===== src/hdl/dic_pkg.sv =====
// package for the signal processor interrupt control block
// assumes one core clock shared by both processors
package dic_pkg;
    // external register indices on the processor register port
    localparam logic [2:0]  REG_IRQ_CONTROL   = 3'h4;
    localparam logic [2:0]  REG_CONVERTER     = 3'h5;
    localparam logic [2:0]  REG_ANALOG        = 3'h6;

    // interrupt control word fields
    localparam int          BIT_HOST_PEND     = 15;
    localparam int          BIT_ADC_PEND      = 14;
    localparam int          BIT_DAC_PEND      = 13;
    localparam int          BIT_MASK_HIGH     = 12;
    localparam int          BIT_MASK_MIDDLE   = 11;
    localparam int          BIT_MASK_LOW      = 10;
    localparam int          BIT_HOST_IPR      = 9;
    localparam int          BIT_GLOBAL_EN     = 8;
    localparam int          BIT_SEL_MSB       = 7;
    localparam int          BIT_SEL_LSB       = 5;
    localparam int          BIT_CLR_HOST      = 4;
    localparam int          BIT_CLR_ADC       = 3;
    localparam int          BIT_CLR_DAC       = 2;

    // converter data word fields
    localparam int          DAC_WIDTH         = 10;
    localparam int          ADC_WIDTH         = 8;
    localparam int          ADC_LSB           = 2;

    // analog config word fields
    localparam int          BIT_LOW_SRC       = 15;
    localparam int          BIT_FIXED_ONE     = 9;
    localparam int          BIT_DAC_RATE      = 8;
    localparam int          BIT_CONV_DONE     = 4;
    localparam int          BIT_ANALOG_RSVD   = 2;
    localparam logic [15:0] ANALOG_STORED     = 16'h81eb;
    localparam logic [15:0] ANALOG_RESET      = 16'h000a;

    localparam logic [15:0] IRQ_CONTROL_RESET = 16'h0000;

    // line codes: 2 high, 1 middle, 0 low
    localparam logic [1:0]  LINE_HIGH         = 2'h2;
    localparam logic [1:0]  LINE_MIDDLE       = 2'h1;
    localparam logic [1:0]  LINE_LOW          = 2'h0;

    // host instructions before the interprocessor request self-clears
    localparam logic [1:0]  HOST_CLEAR_INSTR  = 2'h3;

    typedef enum logic [0:0] {
        DIC_IDLE    = 1'b0,
        DIC_SERVICE = 1'b1
    } dic_state_e;
endpackage


===== src/hdl/dic_arbiter.sv =====
// fixed priority pick among the three processor interrupt lines
// assumes requests are already masked and globally enabled
`timescale 1ns/1ps
module dic_arbiter
    import dic_pkg::*;
(
    input  wire logic [2:0] line_req,
    output wire logic       any_req,
    output wire logic [1:0] pick
);
    // high beats middle beats low
    assign any_req = |line_req;
    assign pick    = line_req[2] ? LINE_HIGH   :
                     line_req[1] ? LINE_MIDDLE : LINE_LOW;
endmodule


===== src/hdl/dic_ipc_clear.sv =====
// counts control processor instructions after the request clear write
// assumes instr_step pulses once per retired host instruction
`timescale 1ns/1ps
module dic_ipc_clear
    import dic_pkg::*;
(
    input  wire logic ref_clk,
    input  wire logic rst,
    input  wire logic start,
    input  wire logic instr_step,
    output wire logic expire
);
    logic       armed;
    logic [1:0] count;
    wire  logic last_step = armed && instr_step &&
                            (count == HOST_CLEAR_INSTR - 2'h1);

    assign expire = last_step;

    always_ff @(posedge ref_clk or posedge rst) begin
        if (rst) begin
            armed <= 1'b0;
            count <= 2'h0;
        end else if (start) begin
            armed <= 1'b1;
            count <= 2'h0;
        end else if (last_step) begin
            armed <= 1'b0;
            count <= 2'h0;
        end else if (armed && instr_step) begin
            count <= count + 2'h1;
        end
    end
endmodule


===== src/hdl/dic_top.sv =====
// interrupt control, converter data and analog config registers
// assumes the processor register port and host strobes are synchronous
`timescale 1ns/1ps
module dic_top
    import dic_pkg::*;
(
    input  wire logic                 ref_clk,
    input  wire logic                 rst,
    input  wire logic [2:0]           reg_index,
    input  wire logic                 reg_wr,
    input  wire logic                 reg_rd,
    input  wire logic [15:0]          reg_wdata,
    output logic      [15:0]          reg_rdata,
    input  wire logic                 host_ctrl_set,
    input  wire logic                 host_ipr_clear_wr,
    input  wire logic                 host_instr_step,
    input  wire logic                 adc_valid,
    input  wire logic [ADC_WIDTH-1:0] adc_result,
    input  wire logic                 adc_conv_done,
    input  wire logic                 output_rate_timer,
    input  wire logic                 external_port_pin,
    input  wire logic                 isr_return,
    output logic                      irq_take,
    output logic      [1:0]           irq_line,
    output logic                      irq_busy,
    output logic                      host_interprocessor_request,
    output logic      [DAC_WIDTH-1:0] dac_data,
    output logic                      dac_load,
    output logic                      dac_rate_select,
    output logic      [7:0]           adc_config
);
    ////////////////////////////////////////////////////////////////////
    // stored state
    logic       host_request_pending;
    logic       adc_done_pending;
    logic       dac_timer_pending;
    logic       mask_line_high;
    logic       mask_line_middle;
    logic       mask_line_low;
    logic       global_irq_enable;
    logic [2:0] irq_select;
    logic [15:0] analog_config_word;
    dic_state_e state;
    logic       low_src_prev;

    ////////////////////////////////////////////////////////////////////
    // decode
    wire logic wr_ctl   = reg_wr && reg_index == REG_IRQ_CONTROL;
    wire logic wr_conv  = reg_wr && reg_index == REG_CONVERTER;
    wire logic wr_ana   = reg_wr && reg_index == REG_ANALOG;
    wire logic clr_host = wr_ctl && reg_wdata[BIT_CLR_HOST];
    wire logic clr_adc  = wr_ctl && reg_wdata[BIT_CLR_ADC];
    wire logic clr_dac  = wr_ctl && reg_wdata[BIT_CLR_DAC];

    // low source picked by the analog top bit; pin taken on its rising edge
    wire logic low_src  = analog_config_word[BIT_LOW_SRC]
                          ? external_port_pin
                          : output_rate_timer;
    wire logic low_event = low_src && !low_src_prev;

    // per-source line codes; reserved select codes fall back to 000
    logic [1:0] host_to;
    logic [1:0] adc_to;
    logic [1:0] dac_to;
    always_comb begin
        host_to = LINE_HIGH;
        adc_to  = LINE_MIDDLE;
        dac_to  = LINE_LOW;
        case (irq_select)
            3'h1: begin
                host_to = LINE_MIDDLE;
                adc_to  = LINE_HIGH;
            end
            3'h2: begin
                adc_to  = LINE_LOW;
                dac_to  = LINE_MIDDLE;
            end
            3'h3: begin
                host_to = LINE_MIDDLE;
                adc_to  = LINE_LOW;
                dac_to  = LINE_HIGH;
            end
            3'h4: begin
                host_to = LINE_LOW;
                adc_to  = LINE_HIGH;
                dac_to  = LINE_MIDDLE;
            end
            3'h5: begin
                host_to = LINE_LOW;
                adc_to  = LINE_MIDDLE;
                dac_to  = LINE_HIGH;
            end
            default: ;
        endcase
    end

    wire logic [2:0] line_raw;
    wire logic [2:0] line_mask = {mask_line_high, mask_line_middle,
                                  mask_line_low};
    genvar g;
    generate
        for (g = 0; g < 3; g++) begin : g_line
            assign line_raw[g] =
                (host_request_pending && host_to == 2'(g)) ||
                (adc_done_pending     && adc_to  == 2'(g)) ||
                (dac_timer_pending    && dac_to  == 2'(g));
        end
    endgenerate

    wire logic [2:0] line_req = global_irq_enable ? (line_raw & line_mask)
                                                  : 3'h0;
    wire logic       any_req;
    wire logic [1:0] pick;

    dic_arbiter u_arbiter (
        .line_req (line_req),
        .any_req  (any_req),
        .pick     (pick)
    );

    wire logic ipc_expire;

    dic_ipc_clear u_ipc_clear (
        .ref_clk    (ref_clk),
        .rst        (rst),
        .start      (host_ipr_clear_wr),
        .instr_step (host_instr_step),
        .expire     (ipc_expire)
    );

    wire logic ipc_set = wr_ctl && reg_wdata[BIT_HOST_IPR];
    wire logic ipc_drop = (wr_ctl && !reg_wdata[BIT_HOST_IPR]) ||
                          ipc_expire;

    // read mux: virtual and host-held bits read zero
    wire logic [15:0] ctl_read = {host_request_pending, adc_done_pending,
                                  dac_timer_pending, mask_line_high,
                                  mask_line_middle, mask_line_low,
                                  1'b0, global_irq_enable, irq_select,
                                  5'h00};
    wire logic [15:0] conv_read = {6'h00, adc_result, 2'h0};
    wire logic [15:0] ana_read = (analog_config_word & ANALOG_STORED) |
                                 (16'h0001 << BIT_FIXED_ONE) |
                                 (16'(adc_conv_done) << BIT_CONV_DONE);
    wire logic [15:0] next_rdata =
        (reg_index == REG_IRQ_CONTROL) ? ctl_read  :
        (reg_index == REG_CONVERTER)   ? conv_read :
        (reg_index == REG_ANALOG)      ? ana_read  : 16'h0000;

    ////////////////////////////////////////////////////////////////////
    // pending flags: a set in the same cycle as its clear wins
    always_ff @(posedge ref_clk or posedge rst) begin
        if (rst) begin
            host_request_pending <= 1'b0;
            adc_done_pending     <= 1'b0;
            dac_timer_pending    <= 1'b0;
            low_src_prev         <= 1'b0;
        end else begin
            host_request_pending <= host_ctrl_set ||
                                    (host_request_pending && !clr_host);
            adc_done_pending     <= adc_valid ||
                                    (adc_done_pending && !clr_adc);
            dac_timer_pending    <= low_event ||
                                    (dac_timer_pending && !clr_dac);
            low_src_prev         <= low_src;
        end
    end

    // control fields
    always_ff @(posedge ref_clk or posedge rst) begin
        if (rst) begin
            mask_line_high    <= 1'b0;
            mask_line_middle  <= 1'b0;
            mask_line_low     <= 1'b0;
            global_irq_enable <= 1'b0;
            irq_select        <= 3'h0;
        end else if (wr_ctl) begin
            mask_line_high    <= reg_wdata[BIT_MASK_HIGH];
            mask_line_middle  <= reg_wdata[BIT_MASK_MIDDLE];
            mask_line_low     <= reg_wdata[BIT_MASK_LOW];
            global_irq_enable <= reg_wdata[BIT_GLOBAL_EN];
            irq_select        <= reg_wdata[BIT_SEL_MSB:BIT_SEL_LSB];
        end
    end

    // interprocessor request; a raise beats the timed drop
    always_ff @(posedge ref_clk or posedge rst) begin
        if (rst) begin
            host_interprocessor_request <= 1'b0;
        end else if (ipc_set) begin
            host_interprocessor_request <= 1'b1;
        end else if (ipc_drop) begin
            host_interprocessor_request <= 1'b0;
        end
    end

    // converter data and analog config
    always_ff @(posedge ref_clk or posedge rst) begin
        if (rst) begin
            dac_data           <= '0;
            dac_load           <= 1'b0;
            analog_config_word <= ANALOG_RESET;
        end else begin
            dac_load <= wr_conv;
            if (wr_conv) begin
                dac_data <= reg_wdata[DAC_WIDTH-1:0];
            end
            if (wr_ana) begin
                analog_config_word <= reg_wdata & ANALOG_STORED;
            end
        end
    end

    assign dac_rate_select = analog_config_word[BIT_DAC_RATE];

    // registered so the port comes from a flop; conversion done lags a cycle
    always_ff @(posedge ref_clk or posedge rst) begin
        if (rst) begin
            adc_config <= ANALOG_RESET[7:0];
        end else begin
            adc_config <= ana_read[7:0];
        end
    end

    // service sequencing: one routine at a time, never nested
    always_ff @(posedge ref_clk or posedge rst) begin
        if (rst) begin
            state     <= DIC_IDLE;
            irq_take  <= 1'b0;
            irq_line  <= LINE_LOW;
            irq_busy  <= 1'b0;
            reg_rdata <= 16'h0000;
        end else begin
            irq_take <= 1'b0;
            if (reg_rd) begin
                reg_rdata <= next_rdata;
            end
            case (state)
                DIC_IDLE: begin
                    if (any_req) begin
                        state    <= DIC_SERVICE;
                        irq_take <= 1'b1;
                        irq_line <= pick;
                        irq_busy <= 1'b1;
                    end
                end
                DIC_SERVICE: begin
                    if (isr_return) begin
                        state    <= DIC_IDLE;
                        irq_busy <= 1'b0;
                    end
                end
                default: state <= DIC_IDLE;
            endcase
        end
    end

    // host steps seen since the last clear write; full count means idle
    logic [1:0] seen_steps;
    always_ff @(posedge ref_clk or posedge rst) begin
        if (rst) begin
            seen_steps <= HOST_CLEAR_INSTR;
        end else if (host_ipr_clear_wr) begin
            seen_steps <= 2'h0;
        end else if (host_instr_step && seen_steps != HOST_CLEAR_INSTR) begin
            seen_steps <= seen_steps + 2'h1;
        end
    end
endmodule


===== config.mk =====
export PLATFORM = sky130hd
export DESIGN_NAME = dic_top
export DESIGN_NICKNAME = d
export VERILOG_FILES = /design/src/hdl/dic_pkg.sv /design/src/hdl/dic_arbiter.sv /design/src/hdl/dic_ipc_clear.sv /design/src/hdl/dic_top.sv
export SDC_FILE = /design/constraint.sdc
export NUM_CORES = 1
export LEC_CHECK = 0
export BUFFER_PORTS_ARGS = -buffer_cell sky130_fd_sc_hd__buf_2
export CORE_ASPECT_RATIO = 0.8
export CORE_MARGIN = 2
export CORE_UTILIZATION = 50
export CTS_BUF_LIST = sky130_fd_sc_hd__clkbuf_16
export DETAILED_ROUTE_END_ITERATION = 7
export GPL_TIMING_DRIVEN = 1
export PLACE_DENSITY = 0.79
export REMOVE_ABC_BUFFERS = 1
export SYNTH_ARGS = -nofsm -noshare
export SYNTH_HDL_FRONTEND = slang
export SYNTH_SLANG_ARGS = --single-unit

===== constraint.sdc =====
create_clock -name ref_clk -period 2.4 [get_ports ref_clk]
set_input_delay 0.48 -clock ref_clk [delete_from_list [all_inputs] [get_ports ref_clk]]
set_output_delay 0.48 -clock ref_clk [all_outputs]
set_load 0.03 [all_outputs]

==> run_results.csv <==
group,metric,value,unit
status,status,"complete, no violations",
synthesis,ys_ff_latch,62,
timing,finalSetupViolations,0,
timing,finalCriticalPeriod,1.72,ns
finish,post-route-util,65.9,%
timing,fin_ws,0.680,ns
flow_run,cap_violations,0,
finish,fill_cells,405,
clocking,cts_setup_buffers,0,
finish,area_growth,26.0,%
synthesis,synth_area_leader_cell,"dfrtp_1",
clocking,cts_tree,"done",
timing,tightest_slew,0.592,ns
clocking,clkTransAtPathRegs,0.05,ns
power,power.leakage,0.00160,uW
routing,wl_met3,490,um
timing,clock_skew,0.00335,ns
critical_path,reg2reg_slack,0.69,ns
critical_path,crit_arrival,1.92,ns
critical_path,crit_path_start_kind,"primary input",
clocking,cts-buffers-inserted,9,
synthesis,synth-seq-area-share,59.1,%
critical_path,rr_startpoint,"irq_select[1]",
routing,via_per_inst,5.39,
floorplan,initial_core_util,52.3,%
worst_hold_path,hold_class,"in2async",
timing,drv_slew,0,
finish,drive_gt1_share,41.3,%
finish,regArea,1560,um2
synthesis,ys_warn_count,0,
critical_path,r2r_end,"irq_busy",
finish,layout.nets,339,
critical_path,r2r_cells,5,
timing,fin_crit_sh,71.7,%
routing,route.detailed.drc,0,
floorplan,die_w,85.2,um
finish,antenna_cells,0,
routing,drt-total-wl,5.73,mm
floorplan,ioPinCount,80,
finish,multi_input_area,921,um2
synthesis,synth_area_leaders,"dfrtp_1 (55%), mux2_2 (8.5%), dfstp_2 (4.0%)",
grt,grt_pass1_wl,9.55,mm
floorplan,dieArea,5870,um2
synthesis,syn_area_per_cell,11.9,um2
grt,antenna_found_initial,0,
place,hpwl,3.91,mm
floorplan,die_y,68.9,um
clocking,cts_hold_buffers,0,
floorplan,rows,23,
synthesis,synth.top_cell.area_share,55.1,%
routing,drt-pass1-iter-count,4,
routing,wl_met1,2.51,mm
grt,grt.total_usage,22.3,%
critical_path,cp_data_required_time,2.60,ns
power,vdd_drop_max,0.705,mV
routing,met2_length,2.64,mm
place,pre_cts_ws,0.362,ns
critical_path,cp_max_fo,11,
critical_path,worst-setup-path-type,"in2reg",
clocking,h-tree-depth,3,
routing,vias,1977,
timing,finalHoldViolCount,0,
clocking,cts.repair.resized,0,
critical_path,crit_path_end_kind,"register",
grt,grt_pass1_vias,1941,
floorplan,core_area,5040,um2
routing,drtIter0Drc,68,
place,port_buffers,76,
grt,grt_max_degree,63,
synthesis,synthDistinctLibCells,42,
clocking,clk_latency,0.33,ns
clocking,cts_sinks,62,
power,p_per_area,973,nW/um2
clocking,cts_root_buf,"clkbuf_16",
routing,final_antenna_net_count,0,
synthesis,syn_inst,222,
place,gp_congestion,0.783,
routing,wl_per_cell,15.6,um
timing,setup_tns,0,ns
routing,highest_layer,"met4",
timing,timing.fmax,581,MHz
grt,overflow,0,
synthesis,syn-cell-area,2640,um2
clocking,cts_buffer_depth,2,
timing,grt_setup_unrepaired,"no",
timing,relSlewSlack,60.4,%
## power by group
group	switching [uW]	internal, uW
combinational	451	267
sequential	132	1240
clock	452	687
total	1040	2190
## state kept, by name, summed over array words and instances, names as in the netlist
register                     flops
reg_rdata                       16
dac_data                        10
analog_config_word               8
adc_config                       7
irq_select                       3
irq_line                         2
u_ipc_clear.count                2
adc_done_pending                 1
dac_load                         1
dac_timer_pending                1
global_irq_enable                1
host_interprocessor_request      1
host_request_pending             1
irq_busy                         1
irq_take                         1
low_src_prev                     1
mask_line_high                   1
mask_line_low                    1
mask_line_middle                 1
state                            1
u_ipc_clear.armed                1
## worst max-delay path, stage by stage
cell and delay (ns):
buf_2 0.23, and2b_1 0.25, nand3_1 0.46, mux2_1 0.50
## cells in the mapped netlist, drive strengths merged
master,count
buf,10
nor3,2
a32o,1
o311ai,2
o21ai,12
nand3b,3
dfstp,4
nor3b,1
nor2,6
and4bb,1
inv,22
nand4,3
o22ai,8
mux2i,7
dfrtp,58
mux2,25
nand2b,5
and3,1
clkbuf,2
o2111ai,1
a22o,1
a22oi,2
and2b,1
or3,1
a211oi,1
nand3,2
o31a,1
o211ai,1
a21oi,9
a21o,5
o32ai,1
nor2b,2
nand2,19
conb,1
o2bb2ai,1
## cell type report
| type | count | share of cell area, % |
|---|---|---|
| Sequential cell | 62 | 46.9 |
| Multi-Input combinational cell | 126 | 27.7 |
| Timing Repair Buffer | 79 | 12.5 |
| Clock buffer | 9 | 6.78 |
| Inverter | 22 | 2.49 |
| Tap cell | 62 | 2.34 |
| Clock inverter | 7 | 1.24 |
## metal layers
metal / vias to the layer above / track usage, %
met5: - / 0
met4: 0 / 8.33
met3: 11 / 9.52
met2: 79 / 35.0
met1: 962 / 28.0
li1: 925 / -
## cells by family after synthesis
logic type             Yosys count  synth area share, %
flip-flops                      62                 59.1
buffers and inverters           34                 5.98
AO/OA/AOI/OAI                   46                 11.5
other                            1                0.142
AND/OR/NAND/NOR                 47                 9.92
multiplexers                    32                 13.3
## how the worst max path moves through the flow
| stage | end | slack (ns) | start |
|---|---|---|---|
| 2_1_floorplan | adc_config[0] | 0.39 | rst |
| 6_report | dac_data[4] | 0.68 | reg_index[0] |
| 3_5_place_dp | dac_data[4] | 0.36 | reg_index[0] |
| 5_1_grt | irq_busy | 0.57 | irq_select[1] |
| 3_3_place_gp | dac_data[2] | 0.38 | reg_index[1] |
| 4_1_cts | state | 0.68 | irq_select[1] |
## cell usage in the layout (no fill, tap or decap), types with 3 or more instances in the layout
cell         n
buf_2       76
dfrtp_1     58
inv_1       21
mux2_2      20
nand2_1     19
o21ai_0     12
clkbuf_16    9
o22ai_1      8
a21oi_1      8
mux2i_1      7
nor2_1       6
a21o_1       5
mux2_1       5
nand2b_1     4
dfstp_2      4
nand4_1      3
nand3b_1     3
clkinvlp_4   3
clkinv_2     3
## metrics by stage
| step | instances | hold slack (ns) | instance area [um2] | power, uW |
|---|---|---|---|---|
| finish | 367 | 0.209 | 3320 | 3230 |
| global route | 367 | 0.228 | 3320 | 3400 |
| CTS | 367 | 0.219 | 3320 | 3270 |
| detailed placement | 351 | 0.365 | 3050 | 2110 |
| global placement | 351 | 0.365 | 3050 | 2080 |
| floorplan | 210 | 0.359 | 2560 | 1860 |
Power figures use the tool's default switching activity.
